`src/design/ldoc_pkg.sv`:
```
// Package with register map, field layout and types for the LDO control bank.
package ldoc_pkg;

   localparam logic [7:0] LDOC_IMAGING_LOW_ADDR = 8'h42;
   localparam logic [7:0] LDOC_PROCESSOR_ADDR = 8'h44;
   localparam logic [7:0] LDOC_IMAGING_LOW_RESET = 8'h04;
   localparam logic [7:0] LDOC_PROCESSOR_RESET = 8'h3c;

   localparam int LDOC_STATE_LSB = 0;
   localparam int LDOC_EXIT_LSB = 3;
   localparam int LDOC_FIELD_W = 3;
   localparam int LDOC_NUM_LDO = 2;
   localparam int LDOC_IDX_IMAGING_LOW = 0;
   localparam int LDOC_IDX_PROCESSOR = 1;

   localparam logic [2:0] LDOC_CODE_OFF = 3'h4;
   localparam logic [2:0] LDOC_CODE_LOW_POWER = 3'h5;
   localparam logic [2:0] LDOC_CODE_ACTIVE = 3'h6;

   // Writable part of one control register; bits 7:6 are not stored.
   typedef struct packed {
      logic [2:0] exit_state;
      logic [2:0] state;
   } ldoc_ctrl_t;

   // Drive lines towards one regulator's analog section.
   typedef struct packed {
      logic enable;
      logic low_power;
      logic discharge;
   } ldoc_drive_t;

   // Register access strobe group from the serial interface decoder.
   typedef struct packed {
      logic wr;
      logic rd;
      logic [7:0] addr;
      logic [7:0] wdata;
   } ldoc_reg_req_t;

endpackage

```
`src/design/ldoc_regs.sv`:
```
// Control registers and state decode for two linear regulators.
`timescale 1ns/10ps

module ldoc_regs
   import ldoc_pkg::*;
(
   input wire logic i_clock,
   input wire logic i_sys_rst,
   input wire ldoc_reg_req_t i_reg_req,
   input wire logic i_standby_exit_pin,
   output logic [7:0] o_reg_rdata,
   output ldoc_drive_t o_processor_regulator,
   output ldoc_drive_t o_imaging_low_regulator
);

   localparam logic [7:0] RESET_VAL [LDOC_NUM_LDO] =
      '{LDOC_IMAGING_LOW_RESET, LDOC_PROCESSOR_RESET};
   localparam logic [7:0] ADDR_VAL [LDOC_NUM_LDO] =
      '{LDOC_IMAGING_LOW_ADDR, LDOC_PROCESSOR_ADDR};

   ldoc_ctrl_t ctrl [LDOC_NUM_LDO];
   ldoc_ctrl_t next_ctrl [LDOC_NUM_LDO];
   ldoc_drive_t drive [LDOC_NUM_LDO];
   logic [7:0] next_rdata;
   logic exit_sync1;
   logic exit_sync2;
   logic exit_prev;
   logic exit_rise;

   // The pin is asynchronous; only the second stage and its delayed copy feed the edge detect.
   always_ff @(posedge i_clock)
   begin
      if (i_sys_rst)
      begin
         exit_sync1 <= 1'b0;
         exit_sync2 <= 1'b0;
         exit_prev <= 1'b0;
      end
      else
      begin
         exit_sync1 <= i_standby_exit_pin;
         exit_sync2 <= exit_sync1;
         exit_prev <= exit_sync2;
      end
   end

   assign exit_rise = exit_sync2 & ~exit_prev;

   genvar g;
   generate
      for (g = 0; g < LDOC_NUM_LDO; g++)
      begin : g_ldo
         logic hit_wr;
         assign hit_wr = i_reg_req.wr && (i_reg_req.addr == ADDR_VAL[g]);

         // A standby exit in the same cycle as a host write overrides the written
         // state field if the old exit field has bit 2 set, since the exit event is the later request.
         always_comb
         begin
            next_ctrl[g] = ctrl[g];
            if (hit_wr)
            begin
               next_ctrl[g] = i_reg_req.wdata[5:0];
            end
            if (exit_rise && ctrl[g].exit_state[2])
            begin
               next_ctrl[g].state = ctrl[g].exit_state;
            end
         end

         always_ff @(posedge i_clock)
         begin
            if (i_sys_rst)
            begin
               ctrl[g] <= RESET_VAL[g][5:0];
            end
            else
            begin
               ctrl[g] <= next_ctrl[g];
            end
         end

         // Reserved state codes 0 to 3 decode as off, the safe choice for a rail; code 7 decodes as active.
         always_comb
         begin
            drive[g].enable = ctrl[g].state[2]
               && (ctrl[g].state != LDOC_CODE_OFF);
            drive[g].low_power = (ctrl[g].state == LDOC_CODE_LOW_POWER);
            drive[g].discharge = ~drive[g].enable;
         end
      end
   endgenerate

   always_comb
   begin
      next_rdata = 8'h00;
      for (int i = 0; i < LDOC_NUM_LDO; i++)
      begin
         if (i_reg_req.addr == ADDR_VAL[i])
         begin
            next_rdata = {2'b00, ctrl[i]};
         end
      end
   end

   always_ff @(posedge i_clock)
   begin
      if (i_sys_rst)
      begin
         o_reg_rdata <= 8'h00;
      end
      else if (i_reg_req.rd)
      begin
         o_reg_rdata <= next_rdata;
      end
   end

   assign o_processor_regulator = drive[LDOC_IDX_PROCESSOR];
   assign o_imaging_low_regulator = drive[LDOC_IDX_IMAGING_LOW];
endmodule

```
`config.mk`:
```
export PLATFORM = sky130hd
export DESIGN_NAME = ldoc_regs
export DESIGN_NICKNAME = d
export VERILOG_FILES = /design/src/design/ldoc_pkg.sv /design/src/design/ldoc_regs.sv
export SDC_FILE = /design/constraint.sdc
export NUM_CORES = 1
export LEC_CHECK = 0
export BUFFER_PORTS_ARGS = -buffer_cell sky130_fd_sc_hd__buf_2
export CAP_MARGIN = 15
export CORE_MARGIN = 4
export CORE_UTILIZATION = 51
export DETAILED_ROUTE_END_ITERATION = 8
export GPL_ROUTABILITY_DRIVEN = 0
export HOLD_SLACK_MARGIN = 0.15
export PLACE_DENSITY = 0.81
export SKIP_CTS_REPAIR_TIMING = 1
export SYNTH_ARGS = -nofsm -noshare
export SYNTH_HDL_FRONTEND = slang
export SYNTH_SLANG_ARGS = --single-unit
```
`constraint.sdc`:
```
create_clock -name i_clock -period 2.1 [get_ports i_clock]
set_input_delay 0.105 -clock i_clock [delete_from_list [all_inputs] [get_ports i_clock]]
set_output_delay 0.105 -clock i_clock [all_outputs]
set_load 0.03 [all_outputs]
```
==> results of run 1 <==
## flip-flops by register name, indices dropped and copies added, names as in the netlist
register,cells
o_reg_rdata,6
exit_prev,1
exit_sync1,1
exit_sync2,1
ctrl,12
## through the flow
step | area (um2) | hold WS [ns] | setup slack (ns) | cells
after global placement | 1210 | 0.321 | 0.405 | 172
after global routing | 1290 | 0.151 | 0.592 | 182
after detailed placement | 1210 | 0.323 | 0.366 | 172
after floorplan | 1060 | 0.177 | 0.575 | 124
after CTS | 1230 | -0.00894 | 0.687 | 176
final | 1290 | 0.123 | 0.634 | 182
## cell usage in the layout (no fill, tap or decap), types with 3 or more instances in the layout
cell                            Yosys  final
sky130_fd_sc_hd__buf_2              1     30
sky130_fd_sc_hd__o31ai_1            5      5
sky130_fd_sc_hd__nand3_1            8      8
sky130_fd_sc_hd__nor2_1            17     17
sky130_fd_sc_hd__a311oi_1          10     10
sky130_fd_sc_hd__o21ai_0            3      3
sky130_fd_sc_hd__dlygate4sd3_1      0      6
sky130_fd_sc_hd__nor2b_1            6      6
sky130_fd_sc_hd__nand4_1           11     11
sky130_fd_sc_hd__mux2i_1            4      4
sky130_fd_sc_hd__clkbuf_4           0      3
sky130_fd_sc_hd__a21oi_1            3      3
sky130_fd_sc_hd__dfxtp_1           21     21
## cell families after synthesis
| kind of cell | after synthesis |
|---|---|
| buf+inv | 14 |
| other cells | 1 |
| compound gates | 24 |
| simple gates | 59 |
| flops | 21 |
| mux | 4 |
## layout make-up
cell class	instances	area (um2)
Clock buffer	4	26.3
Fill cell	193	668
Inverter	3	11.3
Multi-Input combinational cell	89	577
Sequential cell	21	420
Tap cell	27	33.8
Timing Repair Buffer	38	225
## per-layer routing
layer / vias up / GRT usage, % / part of all wire [%]
li1: 528 / - / -
met1: 492 / 26.4 / 39
met2: 69 / 33.7 / 49
met3: 9 / 4.16 / 10
met4: 0 / 9.36 / 2.3
met5: - / 0 / 0
## where the power goes
group	total [mW]	internal (mW)	switching [mW]
sequential	0.415	0.408	0.00618
combinational	0.123	0.0432	0.0802
clock	0.199	0.0742	0.125
total	0.738	0.526	0.212
## worst max-delay path by stage
| stage | start | end |
|---|---|---|
| finish | i_reg_req[8] | ctrl[1][1] |
| global route | i_reg_req[8] | ctrl[1][5] |
| CTS | i_reg_req[8] | ctrl[1][5] |
| detailed placement | i_reg_req[8] | ctrl[1][5] |
| global placement | i_reg_req[8] | ctrl[1][2] |
| floorplan | ctrl[1][0] | o_processor_regulator[2] |
## worst register-to-register path, delay by kind of cell (launching register included)
kind             cells  cell delay (ns)
AO/OA/AOI/OAI        1             0.27
flip-flops           1             0.35
AND/OR/NAND/NOR      2             0.26
==> parameters.txt, run 1 <==
Parameter                              Value

Timing
  Final number of max-transition violations    0
  Number of failing hold endpoints at the final stage    0
  Highest Clock Rate    682 MHz
  Total negative slack for setup checks    0 ns
  Unrepaired setup endpoints after global routing    no
  Headroom to the max-slew limit    66.0%
  Slew at the pin closest to its max-slew limit    0.509 ns
  Worst setup skew after layout    0.00328 ns
  Final cycle utilization of the critical path    69.8%
  Final critical-path required period    1.47 ns
  Finish-stage setup viols    0

Global route
  Number of global-route vias before repair    929
  Total global routing overflow    0
  Global Route Usage Sum    20.8%
  First-pass GRT wire length    4230 um
  Pin count of the biggest net entering global routing    26
  Initial antenna violation count    0

Placed design
  Detailed placer's ending HPWL    1980 um
  Port buffer count    30

Min path
  Worst Min Path Start    i_reg_req[17]
  Worst Hold Class    input port to register
  Cell depth of the worst hold path    3
  Endpoint with the worst hold slack    ctrl[0][5]

Detailed routing
  Vias after detailed routing    1,098
  Remaining design rule violation count    0
  Drt initial violations    41
  Final routed wire length divided by cell count    15.2 um
  Final wirelength    2780 um
  Vias per inst    6.03
  Number of nets with antenna violations after routing    0
  1st-pass router iterations    4

Logic synthesis
  Share of the synthesized area in the top cell type    39.8%
  Post-Synth Simple-Gate Area    32.5%
  Fraction of synthesis flops using an asynchronous set or reset pin    0%
  Gate count after technology mapping    123
  Number of synthesis warnings    0
  Post-synthesis sequential element count    21
  Most area-consuming cells after synthesis    sky130_fd_sc_hd__dfxtp_1, sky130_fd_sc_hd__a311oi_1, sky130_fd_sc_hd__nand4_1
  Multiplexer share of the synthesized area    3.79%
  Synthesized area per cell    8.60 um2
  Yosys cell types    32
  Adder and majority gate portion of the synthesized area    0%
  Most instantiated cells after synthesis    sky130_fd_sc_hd__dfxtp_1, sky130_fd_sc_hd__nor2_1, sky130_fd_sc_hd__nand4_1
  Post-synth EDFFs    0
  Top-count cell post-synth    sky130_fd_sc_hd__dfxtp_1
  Most used flip-flop cell after synthesis    sky130_fd_sc_hd__dfxtp_1
  Parity-gate share of the synthesized area counting xor and xnor cells    0%
  Sequential element share of the synthesized area    39.8%
  Syn Std Cell Area    1060 um2
  Main combinational cell family by area after synthesis    simple AND/OR/NAND/NOR gates
  Post-synth top area cell    sky130_fd_sc_hd__dfxtp_1
  Compound-cell area share of the yosys netlist    16.9%

Clock network
  Clock tree from TritonCTS    built
  Sink Count    21
  Worst-path clk slew    0.12 ns
  Root buffer selected by CTS    sky130_fd_sc_hd__clkbuf_4
  H-tree levels    1
  Buffers from clock root to sink, at most    2
  Clock insertion delay at the later pin of the skew report    0.31 ns
  Total clock buffers created by CTS    3

Worst setup path
  Largest incremental delay on the critical path    0.74 ns
  Startpoint type of the worst setup path    input port
  Gate family responsible for the most delay along the worst path    simple AND/OR/NAND/NOR gates
  Slowest library cell on the worst path    sky130_fd_sc_hd__or4_1
  Number of logic stages on the critical path including buffering    4
  Launching point of the worst reg2reg path    exit_prev
  Worst path bufs/invs    1
  Maximum fanout along the worst path    9
  Reg-to-Reg End    ctrl[0][0]
  Required arrival time at the worst endpoint    2.28 ns
  Crit end category    register
  Startpoint-to-endpoint class of the critical path    input port to register
  Path depth of the worst reg2reg path    3
  R2r setup slk    1.12 ns
  Crit-path cells    buf_2 > or4_1 > o41ai_1 > a311oi_1
  Data arrival time of the worst path    1.64 ns

Layout
  Syn-to-layout area delta    22.4%
  # nets final    177
  Post-Route Utilization    65.9%
  Proportion of layout cells with a drive suffix above 1    23.9%
  Number of diodes    0

Run status
  Outcome    completed

Power
  Final total power    738 uW
  Power per standard cell area    570 nW/um2
  Peak ir drop on the vdd network    412 uV
  Leakage power figure    0.488 nW

Floorplan
  Initial cell density of the core    53.9%
  Die Outline Area    2870 um2
  Chip Height    53.5 um
  Cell Rows    16
  Area of the core    1960 um2
  X dimension of the die    53.5 um
  Ports    35

Run
  Number of max-cap violations    0
(Power assumes the default switching activity.)
==> inputs of run 2 (changes only) <==
CORE_UTILIZATION = 49   (was 51)
PLACE_DENSITY = 0.78   (was 0.81)
clock period = 1.4 ns   (was 2.1 ns; I/O delays follow)
==> parameters.txt, run 2 (same netlist as run 1, synthesis figures left out) <==
Parameter                              Value

Run status
  Outcome    completed

Worst setup path
  Startpoint-to-endpoint class of the critical path    input port to register
  Required arrival time at the worst endpoint    1.59 ns (-0.69 ns)
  Launching point of the worst reg2reg path    ctrl[1][5]
  Startpoint type of the worst setup path    input port
  Slowest library cell on the worst path    sky130_fd_sc_hd__or4_1
  Worst path bufs/invs    2 (+1)
  Maximum fanout along the worst path    9 (unchanged)
  Reg-to-Reg End    ctrl[1][1]
  Setup crit start    i_reg_req[8]
  Crit-path cells    buf_2 > or4_1 > buf_4 > o41ai_1 > a311oi_1
  Worst setup path endpoint    ctrl[1][0]
  Largest incremental delay on the critical path    0.51 ns (-0.23 ns)
  R2r setup slk    0.41 ns (-0.71 ns)
  Crit end category    register
  Data arrival time of the worst path    1.38 ns (-0.26 ns)
  Gate family responsible for the most delay along the worst path    simple AND/OR/NAND/NOR gates
  Number of logic stages on the critical path including buffering    5 (+1)
  Path depth of the worst reg2reg path    2 (-1)

Clock network
  Buffers from clock root to sink, at most    2 (unchanged)
  Root buffer selected by CTS    sky130_fd_sc_hd__clkbuf_4
  Total clock buffers created by CTS    3 (unchanged)
  Clock insertion delay at the later pin of the skew report    0.31 ns (about the same)
  Clock tree from TritonCTS    built
  Worst-path clk slew    0.11 ns (about the same)
  H-tree levels    1 (unchanged)
  Sink Count    21 (unchanged)

Layout
  Proportion of layout cells with a drive suffix above 1    26.1% (+2.2 points)
  Number of diodes    0 (unchanged)
  Largest registers    ctrl: 12 flops, o_reg_rdata: 6 flops
  Most common cell after layout, fill and taps aside    sky130_fd_sc_hd__buf_2
  # nets final    183 (+3.4%)
  Max reg flops    12 (unchanged)
  Post-Route Utilization    67.0% (+1.1 points)
  Number of fill cells in the layout    184 (-4.7%)
  Syn-to-layout area delta    26.9%
  Post-layout instance area    1340 um2 (+3.7%)
  Commonest cells after routing, fill and taps aside    sky130_fd_sc_hd__buf_2, sky130_fd_sc_hd__dfxtp_1, sky130_fd_sc_hd__nor2_1
  Largest reg by FF count    ctrl

Global route
  Pin count of the biggest net entering global routing    26 (unchanged)
  Global Route Usage Sum    20.3% (-0.42 points)
  Total global routing overflow    0 (unchanged)
  First-pass GRT wire length    4300 um (+1.6%)
  Initial antenna violation count    0 (unchanged)
  Number of global-route vias before repair    959 (+3.2%)

Timing
  Final critical-path required period    1.19 ns
  Final cycle utilization of the critical path    84.7%
  Setup ws final    0.214 ns (-0.420 ns)
  Headroom to the max-slew limit    65.6% (-0.38 points)
  Slew at the pin closest to its max-slew limit    0.514 ns (+0.00575 ns)
  Worst setup skew after layout    0.00333 ns (+0.0000487 ns)
  Unrepaired setup endpoints after global routing    no
  Number of failing hold endpoints at the final stage    0 (unchanged)
  Final number of max-transition violations    0 (unchanged)
  Worst Hold Margin    0.117 ns (-0.00508 ns)
  Total negative slack for setup checks    0 ns (unchanged)
  Highest Clock Rate    843 MHz
  Finish-stage setup viols    0 (unchanged)

Detailed routing
  Final wirelength    2690 um (-3.0%)
  Final routed wire length divided by cell count    14.3 um (-6.1%)
  Remaining design rule violation count    0 (unchanged)
  Vias after detailed routing    1,092 (-0.55%)
  Vias per inst    5.81 (-3.7%)
  Drt initial violations    27 (-34%)
  1st-pass router iterations    4 (unchanged)
  Number of nets with antenna violations after routing    0 (unchanged)

Power
  Power per standard cell area    830 nW/um2 (+46%)
  Leakage power figure    0.519 nW (+6.4%)
  Peak ir drop on the vdd network    709 uV (+72%)

Floorplan
  Area of the core    2000 um2 (+2.0%)
  X dimension of the die    54.5 um (+1.7%)
  Cell Rows    16 (unchanged)
  Ports    35 (unchanged)
  Chip Height    54.5 um (+1.7%)
  Initial cell density of the core    52.8% (-1.1 points)
  Die Outline Area    2960 um2 (+3.5%)

Placed design
  Port buffer count    30 (unchanged)
  Detailed placer's ending HPWL    1980 um (-0.13%)
  Worst slack, placed    -0.100 ns (-0.466 ns)
  Instance area at placement    1240 um2 (+3.1%)

Min path
  Worst Hold Class    input port to register

Run
  Number of max-cap violations    0 (unchanged)
run 2: changes by cell type in the layout (fill, tap and decap cells not counted):
cell and delta:
sky130_fd_sc_hd__buf_4 +5, sky130_fd_sc_hd__dlygate4sd3_1 +1, sky130_fd_sc_hd__o21ai_0 -2, sky130_fd_sc_hd__o21ai_1 +2
run 2: worst reg2reg max path, delay by kind of cell (launching register included):
family | cells | cell delay, ns
DFF | 1 | 0.41
AOI/OAI and AO/OA | 1 | 0.33
and+or+nand+nor | 1 | 0.16
run 2: power breakdown:
| part | switching [mW] | total, mW | internal, mW |
|---|---|---|---|
| registers | 0.00930 | 0.622 | 0.613 |
| logic | 0.120 | 0.195 | 0.0750 |
| clock network | 0.184 | 0.295 | 0.111 |
| total | 0.314 | 1.11 | 0.799 |
run 2: stage by stage:
step | power [mW] | std cells
CTS | 1.11 | 181
detailed placement | 0.814 | 177
global route | 1.18 | 188
floorplan | 0.748 | 124
finish | 1.11 | 188
global placement | 0.808 | 177
run 2: per-layer routing:
metal	wire (um)	vias to the layer above	track usage [%]
met3	219	5	3.00
met5	0	-	0
li1	-	540	-
met4	49	0	11.2
met2	1280	60	32.3
met1	1150	487	26.2
run 2: area by class of cell:
type                            count  area [um2]  share of cell area [%]
Multi-Input combinational cell     89         577                    43.0
Sequential cell                    21         420                    31.3
Timing Repair Buffer               44         273                    20.3
Tap cell                           27        33.8                    2.52
Clock buffer                        4        26.3                    1.96
Inverter                            3        11.3                   0.840
run 2: worst min-delay path by stage:
stage	from	end	slack, ns	cells past startpoint
floorplan	i_sys_rst	exit_prev	0.14	1
global placement	i_standby_exit_pin	exit_sync1	0.29	2
detailed placement	i_standby_exit_pin	exit_sync1	0.29	2
CTS	i_standby_exit_pin	exit_sync1	-0.03	2
global route	i_reg_req[17]	ctrl[0][2]	0.18	3
finish	i_reg_req[17]	ctrl[0][2]	0.12	3
